`src/pscr_cfg.svh`:
```
/*
 * Constants of the PHY status and pattern checker register bank: register
 * indexes, field positions, reset values and bus widths.
 * Assumes it is included by bare name from files that need these values.
 */
`ifndef PSCR_CFG_SVH
`define PSCR_CFG_SVH

// Bus widths; registers are 16 bits wide in the low half of the data word.
`define PSCR_ADDR_W        12
`define PSCR_DATA_W        32
`define PSCR_REG_W         16
`define PSCR_IDX_W         8
`define PSCR_IDX_LSB       2

// Register indexes; the byte address is four times the index.
`define PSCR_IDX_SKEW      8'h55
`define PSCR_IDX_STRAP1    8'h6e
`define PSCR_IDX_STRAP2    8'h6f
`define PSCR_IDX_BYTES     8'h71
`define PSCR_IDX_ERRSTS    8'h72
`define PSCR_IDX_CTRL      8'h80
`define PSCR_IDX_IRQ_STS   8'h81
`define PSCR_IDX_IRQ_MASK  8'h82

// Field positions in the error status register.
`define PSCR_BIT_LOCK      0
`define PSCR_BIT_CLEAR     1
`define PSCR_BIT_BYTE_OVF  9
`define PSCR_BIT_PKT_OVF   10

// Counter widths, maxima and reset values.
`define PSCR_BYTE_W 16
`define PSCR_ERR_W 8
`define PSCR_PKT_W 16
`define PSCR_BYTE_MAX 16'hffff
`define PSCR_ERR_MAX 8'hff
`define PSCR_PKT_MAX 16'hffff
`define PSCR_ZERO16 16'h0000
`define PSCR_ZERO8 8'h00
`define PSCR_ZERO32 32'h0000_0000

// Control register: count mode field and its reset value.
`define PSCR_MODE_W        2
`define PSCR_MODE_RST      2'h0
`define PSCR_MODE_SAT      2'h0

// Interrupt status bits.
`define PSCR_IRQ_W 4
`define PSCR_IRQ_BYTE_OVF 0
`define PSCR_IRQ_PKT_OVF 1
`define PSCR_IRQ_ERR 2
`define PSCR_IRQ_LOCK 3
`define PSCR_IRQ_RST 4'h0

`endif

```
`src/pscr_pkg.sv`:
```
/*
 * Types of the PHY status and pattern checker register bank.
 * Assumes pscr_cfg.svh is on the include path.
 */
package pscr_pkg;

    // Strap levels sampled once after reset.
    typedef struct packed {
        logic       mirror_enable;
        logic       downshift_enable;
        logic       strapped_clock_output_off;
        logic       strapped_parallel_mac_off;
        logic       serial_mac_enable;
        logic       strapped_auto_crossover_off;
        logic       strapped_crossover_force;
        logic       strapped_half_duplex;
        logic       strapped_negotiation_off;
        logic       strapped_negotiation_select;
        logic [3:0] strapped_mgmt_address;
        logic       strapped_quick_link_loss;
        logic [2:0] tx_clock_delay;
        logic [2:0] rx_clock_delay;
    } pscr_strap_t;

    // Per-byte events from the test-pattern checker.
    typedef struct packed {
        logic byte_valid;
        logic byte_error;
        logic packet_done;
    } pscr_chk_event_t;

    // Receive alignment skew of the two channels, in clock cycles.
    typedef struct packed {
        logic [3:0] chan_b_align_cycles;
        logic [3:0] chan_a_align_cycles;
    } pscr_skew_t;

endpackage

```
`src/pscr_regs.sv`:
```
/*
 * APB register bank for PHY status: receive skew readout, latched strap
 * words and the test-pattern checker byte and error counters with lock and
 * lock-and-clear, a packet counter seen only through its overflow flag,
 * plus a small interrupt unit.
 * Assumes all inputs are synchronous to pclk and that straps are stable
 * while presetn is low and for the first clock after its release.
 */
`timescale 1ns/1ps
`include "pscr_cfg.svh"

// Notes on behaviour
// Skew word shows channel B in 7:4, channel A in 3:0, reset zero.
// Strap word one 15..11: mirror, downshift, clock, parallel, serial.
// Strap word one 10..7: crossover off, force, duplex, negotiation off.
// Strap word one: negotiation select bit 5, address 3:0, bits 6,4 zero.
// Strap word two bit 10 shows the quick link loss strap.
// Strap word two: transmit delay code 6:4, receive delay code 2:0.
// A read-only 16-bit register holds total checker bytes received.
// Byte total visible value is captured on a write to bit 0 or 1.
// With count mode zero the byte counter saturates at its maximum.
// Error byte count sits in 7:0 and saturates when mode is zero.
// Error byte field is captured on a write to bit 0 or 1.
// Packet overflow flag at bit 10 stays set until counters clear.
// Byte overflow flag at bit 9 stays set until counters clear.
// Writing one to bit 1 clears both overflow flags.
// Writing bit 0 captures the byte and error counters without clearing them.
// Writing bit 1 captures the counters and then zeroes them.
// With nonzero mode counters wrap to zero; byte and packet counters set their overflow flag.
module pscr_regs
    import pscr_pkg::*;
(
    input  wire logic                      pclk,
    input  wire logic                      presetn,
    input  wire logic                      psel,
    input  wire logic                      penable,
    input  wire logic                      pwrite,
    input  wire logic [`PSCR_ADDR_W-1:0]   paddr,
    input  wire logic [`PSCR_DATA_W-1:0]   pwdata,
    output logic      [`PSCR_DATA_W-1:0]   prdata,
    output logic                           pready,
    output logic                           pslverr,
    input  wire pscr_strap_t               strap_pins,
    input  wire pscr_skew_t                rx_skew,
    input  wire pscr_chk_event_t           chk_event,
    output logic                           checker_lock_pulse,
    output logic                           checker_clear_pulse,
    output logic                           irq
);

    // Decodes a bus address to its register index.
    function automatic logic [`PSCR_IDX_W-1:0] reg_index(
        input logic [`PSCR_ADDR_W-1:0] addr
    );
        reg_index = addr[`PSCR_IDX_LSB +: `PSCR_IDX_W];
    endfunction

    // True when an index names a register of this bank.
    function automatic logic index_mapped(
        input logic [`PSCR_IDX_W-1:0] idx
    );
        unique case (idx)
            `PSCR_IDX_SKEW,
            `PSCR_IDX_STRAP1,
            `PSCR_IDX_STRAP2,
            `PSCR_IDX_BYTES,
            `PSCR_IDX_ERRSTS,
            `PSCR_IDX_CTRL,
            `PSCR_IDX_IRQ_STS,
            `PSCR_IDX_IRQ_MASK: index_mapped = 1'b1;
            default:            index_mapped = 1'b0;
        endcase
    endfunction

    logic [`PSCR_IDX_W-1:0]  bus_idx;
    logic                    bus_mapped;
    logic                    access_phase;
    logic                    wr_stb;
    logic                    wr_errsts;
    logic                    lock_req;
    logic                    clear_req;
    logic                    saturate;

    pscr_strap_t             strap_reg;
    logic                    strap_taken_reg;
    pscr_skew_t              skew_reg;
    logic [`PSCR_MODE_W-1:0] mode_reg;
    logic [`PSCR_IRQ_W-1:0]  irq_sts_reg;
    logic [`PSCR_IRQ_W-1:0]  irq_sts_next;
    logic [`PSCR_IRQ_W-1:0]  irq_mask_reg;
    logic [`PSCR_IRQ_W-1:0]  irq_event;

    logic [`PSCR_BYTE_W-1:0] byte_cnt_reg;
    logic [`PSCR_BYTE_W-1:0] byte_cnt_next;
    logic [`PSCR_ERR_W-1:0]  err_cnt_reg;
    logic [`PSCR_ERR_W-1:0]  err_cnt_next;
    logic [`PSCR_PKT_W-1:0]  pkt_cnt_reg;
    logic [`PSCR_PKT_W-1:0]  pkt_cnt_next;
    logic                    byte_hit_max;
    logic                    err_hit_max;
    logic                    pkt_hit_max;
    logic [`PSCR_BYTE_W-1:0] byte_snap_reg;
    logic [`PSCR_ERR_W-1:0]  err_snap_reg;
    logic                    byte_ovf_reg;
    logic                    pkt_ovf_reg;
    logic [`PSCR_REG_W-1:0]  rd_value;

    // Bus decode; the slave is ready in every access phase.
    assign bus_idx      = reg_index(paddr);
    assign bus_mapped   = index_mapped(bus_idx);
    assign access_phase = psel & penable;
    assign pready       = access_phase;
    assign pslverr      = access_phase & ~bus_mapped;
    assign wr_stb       = access_phase & pwrite & bus_mapped;
    assign wr_errsts    = wr_stb & (bus_idx == `PSCR_IDX_ERRSTS);

    // A clear also locks, so either bit raises the capture.
    assign clear_req = wr_errsts & pwdata[`PSCR_BIT_CLEAR];
    assign lock_req  = wr_errsts & (pwdata[`PSCR_BIT_LOCK]
                                    | pwdata[`PSCR_BIT_CLEAR]);
    assign checker_lock_pulse  = lock_req;
    assign checker_clear_pulse = clear_req;

    // Count mode zero means saturate; any other value means wrap.
    assign saturate = (mode_reg == `PSCR_MODE_SAT);

    // Straps are caught on the first edge after reset release and then
    // held; an asynchronous reset may only load constants, so the pins
    // cannot be taken while presetn is low.
    always_ff @(posedge pclk or negedge presetn)
    begin
        if (!presetn)
        begin
            strap_taken_reg <= 1'b0;
            strap_reg       <= '0;
        end
        else if (!strap_taken_reg)
        begin
            strap_taken_reg <= 1'b1;
            strap_reg       <= strap_pins;
        end
    end

    // Skew readout follows the aligner and starts at zero.
    always_ff @(posedge pclk or negedge presetn)
    begin
        if (!presetn)
        begin
            skew_reg <= '0;
        end
        else
        begin
            skew_reg <= rx_skew;
        end
    end

    // Control and interrupt mask registers written by software.
    always_ff @(posedge pclk or negedge presetn)
    begin
        if (!presetn)
        begin
            mode_reg     <= `PSCR_MODE_RST;
            irq_mask_reg <= `PSCR_IRQ_RST;
        end
        else if (wr_stb)
        begin
            if (bus_idx == `PSCR_IDX_CTRL)
            begin
                mode_reg <= pwdata[`PSCR_MODE_W-1:0];
            end
            if (bus_idx == `PSCR_IDX_IRQ_MASK)
            begin
                irq_mask_reg <= pwdata[`PSCR_IRQ_W-1:0];
            end
        end
    end

    // Next values of the live counters: saturate or wrap per mode,
    // and a clear zeroes them after the snapshot has been taken.
    always_comb
    begin
        byte_hit_max  = chk_event.byte_valid
                        & (byte_cnt_reg == `PSCR_BYTE_MAX);
        err_hit_max   = chk_event.byte_valid & chk_event.byte_error
                        & (err_cnt_reg == `PSCR_ERR_MAX);
        pkt_hit_max   = chk_event.packet_done
                        & (pkt_cnt_reg == `PSCR_PKT_MAX);
        byte_cnt_next = byte_cnt_reg;
        err_cnt_next  = err_cnt_reg;
        pkt_cnt_next  = pkt_cnt_reg;
        if (clear_req)
        begin
            byte_cnt_next = `PSCR_ZERO16;
            err_cnt_next  = `PSCR_ZERO8;
            pkt_cnt_next  = `PSCR_ZERO16;
        end
        else
        begin
            if (chk_event.byte_valid && !(byte_hit_max && saturate))
            begin
                byte_cnt_next = byte_cnt_reg + 1'b1;
            end
            if (chk_event.byte_valid && chk_event.byte_error
                && !(err_hit_max && saturate))
            begin
                err_cnt_next = err_cnt_reg + 1'b1;
            end
            if (chk_event.packet_done && !(pkt_hit_max && saturate))
            begin
                pkt_cnt_next = pkt_cnt_reg + 1'b1;
            end
        end
    end

    // Live counters; in saturate mode the increment is withheld at max.
    always_ff @(posedge pclk or negedge presetn)
    begin
        if (!presetn)
        begin
            byte_cnt_reg <= `PSCR_ZERO16;
            err_cnt_reg  <= `PSCR_ZERO8;
            pkt_cnt_reg  <= `PSCR_ZERO16;
        end
        else
        begin
            byte_cnt_reg <= byte_cnt_next;
            err_cnt_reg  <= err_cnt_next;
            pkt_cnt_reg  <= pkt_cnt_next;
        end
    end

    // Visible values only change on a lock, so software reads a
    // consistent pair even while the checker keeps receiving.
    always_ff @(posedge pclk or negedge presetn)
    begin
        if (!presetn)
        begin
            byte_snap_reg <= `PSCR_ZERO16;
            err_snap_reg  <= `PSCR_ZERO8;
        end
        else if (lock_req)
        begin
            byte_snap_reg <= byte_cnt_reg;
            err_snap_reg  <= err_cnt_reg;
        end
    end

    // Overflow flags are sticky until a clear; an overflow landing in
    // the clear cycle wins so that it is not lost.
    always_ff @(posedge pclk or negedge presetn)
    begin
        if (!presetn)
        begin
            byte_ovf_reg <= 1'b0;
            pkt_ovf_reg  <= 1'b0;
        end
        else
        begin
            if (byte_hit_max)
            begin
                byte_ovf_reg <= 1'b1;
            end
            else if (clear_req)
            begin
                byte_ovf_reg <= 1'b0;
            end
            if (pkt_hit_max)
            begin
                pkt_ovf_reg <= 1'b1;
            end
            else if (clear_req)
            begin
                pkt_ovf_reg <= 1'b0;
            end
        end
    end

    // Interrupt events: overflows, error bytes and completed locks.
    always_comb
    begin
        irq_event = '0;
        irq_event[`PSCR_IRQ_BYTE_OVF] = byte_hit_max;
        irq_event[`PSCR_IRQ_PKT_OVF]  = pkt_hit_max;
        irq_event[`PSCR_IRQ_ERR]      = chk_event.byte_valid
                                        & chk_event.byte_error;
        irq_event[`PSCR_IRQ_LOCK]     = lock_req;
    end

    // Write-one-to-clear status; a new event in the same cycle wins.
    always_comb
    begin
        irq_sts_next = irq_sts_reg;
        if (wr_stb && bus_idx == `PSCR_IDX_IRQ_STS)
        begin
            irq_sts_next = irq_sts_reg & ~pwdata[`PSCR_IRQ_W-1:0];
        end
        irq_sts_next = irq_sts_next | irq_event;
    end

    always_ff @(posedge pclk or negedge presetn)
    begin
        if (!presetn)
        begin
            irq_sts_reg <= `PSCR_IRQ_RST;
        end
        else
        begin
            irq_sts_reg <= irq_sts_next;
        end
    end

    always_ff @(posedge pclk or negedge presetn)
    begin
        if (!presetn)
        begin
            irq <= 1'b0;
        end
        else
        begin
            irq <= |(irq_sts_next & irq_mask_reg);
        end
    end

    // Read multiplexer; reserved bits and unmapped indexes read zero.
    always_comb
    begin
        rd_value = `PSCR_ZERO16;
        unique case (bus_idx)
            `PSCR_IDX_SKEW:
            begin
                rd_value[7:4] = skew_reg.chan_b_align_cycles;
                rd_value[3:0] = skew_reg.chan_a_align_cycles;
            end
            `PSCR_IDX_STRAP1:
            begin
                rd_value[15] = strap_reg.mirror_enable;
                rd_value[14] = strap_reg.downshift_enable;
                rd_value[13] = strap_reg.strapped_clock_output_off;
                rd_value[12] = strap_reg.strapped_parallel_mac_off;
                rd_value[11] = strap_reg.serial_mac_enable;
                rd_value[10] = strap_reg.strapped_auto_crossover_off;
                rd_value[9]  = strap_reg.strapped_crossover_force;
                rd_value[8]  = strap_reg.strapped_half_duplex;
                rd_value[7]  = strap_reg.strapped_negotiation_off;
                rd_value[5]  = strap_reg.strapped_negotiation_select;
                rd_value[3:0] = strap_reg.strapped_mgmt_address;
            end
            `PSCR_IDX_STRAP2:
            begin
                rd_value[10]  = strap_reg.strapped_quick_link_loss;
                rd_value[6:4] = strap_reg.tx_clock_delay;
                rd_value[2:0] = strap_reg.rx_clock_delay;
            end
            `PSCR_IDX_BYTES:
            begin
                rd_value = byte_snap_reg;
            end
            `PSCR_IDX_ERRSTS:
            begin
                rd_value[`PSCR_BIT_PKT_OVF]  = pkt_ovf_reg;
                rd_value[`PSCR_BIT_BYTE_OVF] = byte_ovf_reg;
                rd_value[`PSCR_ERR_W-1:0]    = err_snap_reg;
            end
            `PSCR_IDX_CTRL:
            begin
                rd_value[`PSCR_MODE_W-1:0] = mode_reg;
            end
            `PSCR_IDX_IRQ_STS:
            begin
                rd_value[`PSCR_IRQ_W-1:0] = irq_sts_reg;
            end
            `PSCR_IDX_IRQ_MASK:
            begin
                rd_value[`PSCR_IRQ_W-1:0] = irq_mask_reg;
            end
            default:
            begin
                rd_value = `PSCR_ZERO16;
            end
        endcase
    end

    // Read data is registered in the setup phase so that it is stable
    // from a flip-flop throughout the access phase.
    always_ff @(posedge pclk or negedge presetn)
    begin
        if (!presetn)
        begin
            prdata <= `PSCR_ZERO32;
        end
        else if (psel && !penable && !pwrite)
        begin
            prdata <= {{(`PSCR_DATA_W-`PSCR_REG_W){1'b0}}, rd_value};
        end
    end

endmodule // pscr_regs

```
`config.mk`:
```
export PLATFORM = sky130hd
export DESIGN_NAME = pscr_regs
export DESIGN_NICKNAME = d
export VERILOG_FILES = /design/src/pscr_pkg.sv /design/src/pscr_regs.sv
export VERILOG_INCLUDE_DIRS = /design/src
export SDC_FILE = /design/constraint.sdc
export NUM_CORES = 1
export LEC_CHECK = 0
export ABC_AREA = 1
export BUFFER_PORTS_ARGS = -buffer_cell sky130_fd_sc_hd__buf_4
export CORE_MARGIN = 3
export CORE_UTILIZATION = 40
export CTS_BUF_LIST = sky130_fd_sc_hd__clkbuf_4 sky130_fd_sc_hd__clkbuf_8
export CTS_CLUSTER_DIAMETER = 100
export DETAILED_ROUTE_END_ITERATION = 10
export SLEW_MARGIN = 20
export SYNTH_ARGS = -nofsm -noshare
export SYNTH_HDL_FRONTEND = slang
export SYNTH_SLANG_ARGS = --single-unit
```
`constraint.sdc`:
```
create_clock -name pclk -period 3 [get_ports pclk]
set_input_delay 0.3 -clock pclk [delete_from_list [all_inputs] [get_ports pclk]]
set_output_delay 0.3 -clock pclk [all_outputs]
set_load 0.02 [all_outputs]
```
-- Word-level counts from Yosys, hierarchy flattened
Cells that the tools add are included.
- register bits after elaboration: 123
- bits in latches: 0
- RAM bits: 0
- ROM bits: 0
- input port bits: 81
- output and inout port bits: 37
- memories: 0
- add/sub/neg operators: 3
- multiply operators: 0
- div/mod/pow operators: 0
- magnitude comparators: 0
- eq/ne operators: 11
- shifts and indexed selects: 0
- muxes and demuxes: 22
- bitwise logic cells: 17
- reduce and logical (&&, ||, !) cells: 25
- operator list (operator ; number):
    2-to-1 mux 16 bit ; 4
    == test 8 x 7 -> 1 bit, second input constant ; 5
    adder 16 x 1 -> 16 bit, second input constant ; 2
    == test 16 bit, second input constant ; 2
    == test 8 bit, second input constant ; 4
    2-to-1 mux 8 bit ; 2
    one-hot mux 1 bit (4 select lines) ; 4
    one-hot mux 2 bit (8 select lines) ; 1
    AND 1 bit ; 11
    logical AND 1 bit ; 10
    one-hot mux 5 bit (2 select lines) ; 1
    nonzero test 2 bit ; 5
    adder 8 x 1 -> 8 bit, second input constant ; 1
    AND 4 bit ; 2
    OR reduction 8 bit ; 1
    one-hot mux 1 bit (7 select lines) ; 1
    one-hot mux 1 bit (6 select lines) ; 1
    logical NOT 1 bit ; 5
    one-hot mux 1 bit (5 select lines) ; 1
    2-to-1 mux 1 bit ; 4
    2-to-1 mux 4 bit ; 1
    NOT 4 bit ; 1
    OR 4 bit ; 1
    AND reduction 2 bit ; 2
    6 further kinds ; 6

-- Logic depth before layout (Yosys ltp)
Gate-level depths: netlist of run 1.
- depth in word-level cells: 9
- depth in mapped cells: 14
- mapped depth without buffers: 14

-- Worst setup path after synthesis of run 1
OpenSTA, ideal clock, no wires.
- path kind: input port to output port
- start: input port paddr[9]
- end: output port checker_clear_pulse
- arrival: 1415 ps
- data required time: 2700 ps
- setup slack: 1285 ps
- cell stages on the path: 11
- path buffers: 0
- cells stage by stage: inv_1 > nand2_1 > nor2_4 > nand2_2 > nand2_1 > nor2_1 > nand2_2 > nand2_2 > nor2_2 > nand2_2 > inv_1
- cells in the longest elaborated chain, start to end: 6
- RTL lines (element ; line ; text):
    start: declaration ; pscr_regs.sv:38 ; input wire logic [`PSCR_ADDR_W-1:0] paddr,
    == test 8 x 7 -> 1 bit or == test 8 bit (tied branches) ; pscr_regs.sv:62 ; unique case (idx)
    OR reduction 8 bit ; pscr_regs.sv:62 ;
    2-to-1 mux 1 bit ; pscr_regs.sv:62 ;
    AND 1 bit ; pscr_regs.sv:114 ; assign wr_stb = access_phase & pwrite & bus_mapped;
    AND 1 bit * ; pscr_regs.sv:115 ; assign wr_errsts = wr_stb & (bus_idx == `PSCR_IDX_ERRSTS);
    AND 1 bit * ; pscr_regs.sv:118 ; assign clear_req = wr_errsts & pwdata[`PSCR_BIT_CLEAR];
    end: declaration ; pscr_regs.sv:47 ; output logic checker_clear_pulse,
Mark *: on every way between the ends. The rest lies on a longest branch, timed or not.

-- Final worst setup path of run 1
- start: register pkt_cnt_reg[0]
- end: register pkt_cnt_reg[15]
- cells in the longest elaborated chain, start to end: 6
- RTL lines (element ; line ; text):
    start: declaration ; pscr_regs.sv:97 ; logic [`PSCR_PKT_W-1:0] pkt_cnt_reg;
    start signal: assignment ; pscr_regs.sv:222 ; pkt_cnt_reg <= `PSCR_ZERO16;
    start signal: assignment ; pscr_regs.sv:228 ; pkt_cnt_reg <= pkt_cnt_next;
    branches (longest 6 deep; another with adder 16 x 1 -> 16 bit) ; n/a ;
Several ways; the timed one is not identified. The select of a mux whose other input is x is not followed.
A chain may end at the register's enable or synchronous reset.

==> impl_metrics.toml, run 1 <==
[synth]
synth-compound-area-share_pct = 11.6
synth_edf_count = 0
synth.yosys.seq_area_share_pct = 51.1
synth_area_leader_cell = "dfrtp_1"
ys_warn_count = 0
synth_area_um2 = 6030
ys.flop_type = "dfrtp_1"
ys_top_cells_by_count = "nand2_1, dfrtp_1, inv_1"
ys_top_cells_by_area = "dfrtp_1, nand2_1, inv_1, o21ai_0, nor2_1"
synth.most_common_cell = "nand2_1"
synthXorXnorAreaFrac_pct = 0.872
ys_async_sr_fraction_pct = 100
synth_top_family_by_area = "simple AND/OR/NAND/NOR gates"
synth_mux_area_share_pct = 1.12
synth_top_area_share_pct = 51.1
synthCells = 746
syn_avg_cell_area_um2 = 8.08
netlist-cell-type-count = 44
synthAdderAreaFrac_pct = 0.623
yosys.area_share.simple_pct = 24.4
synth.ff_latch_count = 123

[worst_setup_path]
worst_path_dominant_cell_family = "simple AND/OR/NAND/NOR gates"
crit_buf_inv = 1
cp_data_arrival_time_ps = 2640
crit_required_ps = 3370
crit_chain = "ha_1 > nand2_1 > inv_1 > nand2_1 > nor2_1 > nand3_1 > o21ai_2 > nor2_1 > nand2_1 > nor2_1 > nand2_1 > nand2_1 > nor2_1"
critPathMaxStageDelay_ps = 490
crit_path_frequent_cell = "nand2_1"
start_kind = "flip-flop"
end_kind = "flip-flop"
slowest_stage = "o21ai_2"
critical_path_class = "reg2reg"
crit_fanout = 12

[cts]
clk_latency_ps = 440
cts_tree = "built"
htreeDepth = 4
cts_inserted_buffers = 17
clk_pin_slew_ps = 80
clkSinkCount = 123
clk_path_buf_depth = 2
cts-root-buf = "clkbuf_8"

[sta]
fin_worst_skew_ps = 15.9
finalHoldViolCount = 0
rsz0062_at_grt = "false"
max_freq_mhz = 440
slew_headroom_pct = 46.2
period_minus_slack_ps = 2270
fin_crit_sh_pct = 75.7
hold_ws_ps = 86.5
setup_viol = 0
fin_setup_tns_ps = 0
worst_pin_slew_ps = 807
slew_viol_final = 0

[placement]
gp_congestion = 0.931
dp_hpwl_mm = 10.4
port_buffers = 69

[routing]
met3RoutedLength_um = 732
top_layer = "met4"
route.met2.wl_mm = 6.68
routedWlPerCell_um = 13.9
wirelength_mm = 14.3
drt-met1-wl_mm = 6.70
drtAntennaViolNets = 0
dr.pass1.iters = 5
drt_iter0_drc = 355
drc = 0
vias = 5073
viasPerCell = 4.92

[die]
coreArea_um2 = 14600
die_w_um = 129
ios = 118
chipHeight_um = 129
initial_core_util_pct = 41.2
dieArea_um2 = 16600
rows = 44

[run_status]
status = "completed"

[grt]
grt_pass1_wl_mm = 23.5
gr-total-overflow = 0
grt_start_max_net_pins = 48
grt_pass1_vias = 4850
grt_util_all_layers_pct = 17.9
antenna_found_initial = 0

[power_and_ir_drop]
p_leak_nw = 3.83
pwr-share-comb_pct = 18.3
peakVddDrop_v = 0.000316
netSwitchingPower_w = 0.00140
swShare_pct = 30.3
p_int_w = 0.00323
seqPwrFrac_pct = 44.5
p_per_area_nw_per_um2 = 637
p_clk_share_pct = 37.2

[layout]
syn_to_final_growth_pct = 20.8
final.fill_count = 1391
n_antenna_cell = 0
layout.nets = 919
largest_reg_flops = 21
layout-drive-gt1-share_pct = 18.0

[min_path]
hp-class = "in2reg"

[run]
cap_viol_max_count = 0
-- routing by layer --
| layer | track usage [%] | up-vias |
|---|---|---|
| li1 | - | 2531 |
| met1 | 24.3 | 2398 |
| met2 | 27.8 | 122 |
| met3 | 4.52 | 22 |
| met4 | 6.42 | 0 |
| met5 | 0 | - |
-- worst reg2reg max path, cell delays in order (launching register included) --
cell	delay [ps]
dfrtp_1	400
ha_1	200
nand2_1	70
inv_1	70
nand2_1	90
nor2_1	150
nand3_1	200
o21ai_2	490
nor2_1	170
nand2_1	150
nor2_1	50
nand2_1	50
nand2_1	40
nor2_1	80
-- power groups by stage --
| stage | clock network (W) | registers (W) | logic (W) |
|---|---|---|---|
| 4_1_cts | 0.00177 | 0.00206 | 0.000858 |
| 3_3_place_gp | 0 | 0.00208 | 0.000816 |
| 3_5_place_dp | 0 | 0.00209 | 0.000844 |
| 2_1_floorplan | 0 | 0.00205 | 0.000621 |
| 6_report | 0.00172 | 0.00207 | 0.000849 |
| 5_1_grt | 0.00184 | 0.00210 | 0.000982 |
-- kinds of logic after synthesis --
| family | Yosys count |
|---|---|
| AO/OA/AOI/OAI | 122 |
| XOR/XNOR | 6 |
| adder cells (fa/ha/maj) | 3 |
| buffers and inverters | 142 |
| flip-flops | 123 |
| multiplexers | 6 |
| other | 2 |
| AND/OR/NAND/NOR | 342 |
-- per-stage QoR --
| stage | power, W | area (µm²) | instances | util [%] | setup slack (ps) |
|---|---|---|---|---|---|
| 2_1_floorplan | 0.00267 | 6080 | 761 | - | 1290 |
| 3_3_place_gp | 0.00290 | 6720 | 991 | 45.9 | 782 |
| 3_5_place_dp | 0.00294 | 6720 | 991 | 45.9 | 708 |
| 4_1_cts | 0.00469 | 7280 | 1032 | 49.7 | 711 |
| 5_1_grt | 0.00492 | 7280 | 1032 | 49.7 | 510 |
| 6_report | 0.00464 | 7280 | 1032 | 49.7 | 728 |
-- cell usage in the layout, fill, tap and decap left out, types with 12 or more instances in the layout --
master and instances:
nand2_1 202, dfrtp_1 123, inv_1 103, buf_4 78, o21ai_0 57, nor2_1 56, nand3_1 31, a21oi_1 31
clkbuf_8 18, conb_1 17, nor2_2 12
-- cell type report --
class	count	area, µm²	area share (%)
clock buffers	19	255	3.51
inverters	109	409	5.62
flip-flops and latches	123	3080	42.3
clock inverters	13	215	2.96
well taps	184	230	3.16
repair buffers	88	696	9.56
multi-input cells	496	2390	32.9
-- what timing repair did --
item / in CTS / in global routing
resized for setup: 0 / 0
buffers inserted: 0 / 0
hold buffers: 9 / 0
hold endpoints to repair: 52 / 0
-- path summary, 6_finish.rpt --
kind | from | end | slack, ps | depth (start not counted)
setup / recovery | pkt_cnt_reg[0]$_DFFE_PN0P_ | pkt_cnt_reg[15]$_DFFE_PN0P_ | 730 | 13
hold / removal | strap_pins[9] | strap_reg[9]$_DFFE_PN0N_ | 90 | 2
max in group asynchronous | presetn | strap_reg[14]$_DFFE_PN0N_ | 1860 | 3
hold reg to reg | prdata[13]$_DFFE_PN0P_ | prdata[13]$_DFFE_PN0P_ | 480 | 2
setup reg to reg | pkt_cnt_reg[0]$_DFFE_PN0P_ | pkt_cnt_reg[15]$_DFFE_PN0P_ | 730 | 13
min in group asynchronous | presetn | strap_reg[7]$_DFFE_PN0N_ | 410 | 2
Power figures use the tool's default switching activity.
==> run 2, diff against run 1 <==
--- a/config.mk
+++ b/config.mk
@@ -6,7 +6,7 @@
 export SDC_FILE = /design/constraint.sdc
 export NUM_CORES = 1
 export LEC_CHECK = 0
-export ABC_AREA = 1
+export ABC_AREA = 0
 export BUFFER_PORTS_ARGS = -buffer_cell sky130_fd_sc_hd__buf_4
 export CORE_MARGIN = 3
 export CORE_UTILIZATION = 40
==> constraint.sdc (replaced) <==
create_clock -name pclk -period 2.3 [get_ports pclk]
set_input_delay 0.23 -clock pclk [delete_from_list [all_inputs] [get_ports pclk]]
set_output_delay 0.23 -clock pclk [all_outputs]
set_load 0.02 [all_outputs]
==> impl_metrics.toml, run 2 <==
[power_and_ir_drop]
seqPwrFrac_pct = 51.3
peakVddDrop_v = 0.000428
p_clk_share_pct = 33.1
swShare_pct = 30.4
p_leak_nw = 3.20
p_per_area_nw_per_um2 = 747
pwr-share-comb_pct = 15.6
netSwitchingPower_w = 0.00160
p_int_w = 0.00365
finalPower_w = 0.00525

[layout]
syn_to_final_growth_pct = 20.7
n_antenna_cell = 0
final_core_utilization_pct = 50.1
layout-drive-gt1-share_pct = 25.4
layout_common_cells = "dfrtp_1, buf_4, nor2_1"
layout.nets = 709
largest_reg_flops = 21
final.fill_count = 1262
final_common_cell = "dfrtp_1"

[worst_setup_path]
start_kind = "flip-flop"
cp_data_arrival_time_ps = 2300
crit_required_ps = 2620
critical_path_class = "reg2reg"
end_kind = "flip-flop"
crit_fanout = 7

[routing]
drt_iter0_drc = 327
viasPerCell = 5.37
drtAntennaViolNets = 0
drc = 0
vias = 4395
wirelength_mm = 13.9
routedWlPerCell_um = 16.9
dr.pass1.iters = 5

[sta]
fin_crit_sh_pct = 86.1
period_minus_slack_ps = 1980
finalHoldViolCount = 0
finalWorstSetupSlack_ps = 319
slew_headroom_pct = 54.6
fin_setup_tns_ps = 0
slew_viol_final = 0
fin_worst_skew_ps = 13.0
worst_pin_slew_ps = 681
setup_viol = 0
max_freq_mhz = 505
rsz0062_at_grt = "false"

[grt]
grt_pass1_wl_mm = 22.7
gr-total-overflow = 0
antenna_found_initial = 0
grt_start_max_net_pins = 49
grt_util_all_layers_pct = 17.9
grt_pass1_vias = 4423

[min_path]
hp-class = "in2reg"

[cts]
clkSinkCount = 123
clk_latency_ps = 430
htreeDepth = 4
cts_tree = "built"
cts-root-buf = "clkbuf_8"
clk_path_buf_depth = 2
cts_inserted_buffers = 17
clk_pin_slew_ps = 80

[placement]
dp_hpwl_mm = 9.98
post-place-ws_ps = 236
port_buffers = 69
gp_congestion = 0.865

[die]
ios = 118
dieArea_um2 = 16000
rows = 43
coreArea_um2 = 14000
initial_core_util_pct = 41.5
die_w_um = 127
chipHeight_um = 127

[synth]
synth_area_um2 = 5820
ys.flop_type = "dfrtp_1"
ys_top_cells_by_area = "dfrtp_1, mux2_2, nor2_1, mux2_1, xnor2_1"
synth_area_leader_cell = "dfrtp_1"
ys_top_cells_by_count = "dfrtp_1, nor2_1, nand2_1"
synth.ff_latch_count = 123
ys_async_sr_fraction_pct = 100
synth_top_area_share_pct = 52.9
netlist-cell-type-count = 57
ys_warn_count = 0
synth.yosys.seq_area_share_pct = 52.9
synth.most_common_cell = "dfrtp_1"
synthCells = 536
synth_edf_count = 0
syn_avg_cell_area_um2 = 10.9

[run_status]
status = "completed"

[run]
cap_viol_max_count = 0
[run 2: cell types whose count changed after synthesis, sizes merged, moves of 12 or more]
cell and delta:
inv -102, xnor2 +21, nor2 -12, mux2 +45
nand2 -168, a21oi -14, o21ai -55, a22oi +17
nand3 -21
[run 2: logic make-up after synthesis]
group                      synth area share, %
muxes                                     11.0
AOI/OAI and AO/OA                         10.1
DFF                                       52.9
other                                    0.129
and+or+nand+nor                           16.6
xor gates and xnor gates                  4.66
buffers and inverters                     4.04
adders and majority gates                0.645
[run 2: repair_timing]
item | CTS | global route
hold buffers | 9 | 0
buffers inserted | 0 | 0
resized for setup | 0 | 0
endpoints found under the hold margin | 54 | 0
[run 2: power groups by stage]
stage | sequential [W] | clock (W) | combinational [W]
final | 0.00269 | 0.00174 | 0.000817
after global routing | 0.00274 | 0.00187 | 0.000939
after CTS | 0.00269 | 0.00178 | 0.000831
after detailed placement | 0.00273 | 0 | 0.000816
after global placement | 0.00272 | 0 | 0.000791
after floorplan | 0.00269 | 0 | 0.000529
[run 2: area by class of cell]
type	instances	area (µm²)	area share, %
Clock buffer	21	277	3.93
Clock inverter	11	87.6	1.25
Inverter	5	18.8	0.267
Multi-Input combinational cell	384	2580	36.7
Sequential cell	123	3080	43.8
Tap cell	180	225	3.20
Timing Repair Buffer	94	766	10.9
[run 2: metrics by stage]
step / instances / cell area (µm²) / hold WS [ps]
detailed placement: 777 / 6580 / 308
floorplan: 551 / 5880 / -65.6
finish: 818 / 7030 / 28.5
global placement: 777 / 6580 / 295
global route: 818 / 7030 / 5.84
CTS: 818 / 7030 / 3.41
[run 2: worst paths after layout]
kind	start	end	slack, ps	depth (start not counted)
min reg2reg	byte_ovf_reg$_DFFE_PN0P_	byte_ovf_reg$_DFFE_PN0P_	480	1
max in group asynchronous	presetn	byte_cnt_reg[3]$_DFFE_PN0P_	1240	3
max reg2reg	pkt_cnt_reg[3]$_DFFE_PN0P_	pkt_cnt_reg[0]$_DFFE_PN0P_	320	5
min	strap_pins[9]	strap_reg[9]$_DFFE_PN0N_	30	2
min in group asynchronous	presetn	prdata[13]$_DFFE_PN0P_	380	2
max	pkt_cnt_reg[3]$_DFFE_PN0P_	pkt_cnt_reg[0]$_DFFE_PN0P_	320	5
[run 2: critical path, cell delays in order (launching register included)]
cell     delay, ps
dfrtp_1        410
and3_1         260
nand4_1        280
o41ai_1        670
xor2_1         200
nor2_1          60
[run 2: metal layers]
| metal | part of all wire (%) | vias to the layer above | global-route usage (%) |
|---|---|---|---|
| li1 | - | 2077 | - |
| met1 | 46 | 2140 | 23.9 |
| met2 | 47 | 154 | 28.4 |
| met3 | 5.8 | 24 | 4.76 |
| met4 | 1.9 | 0 | 6.12 |
| met5 | 0 | - | 0 |
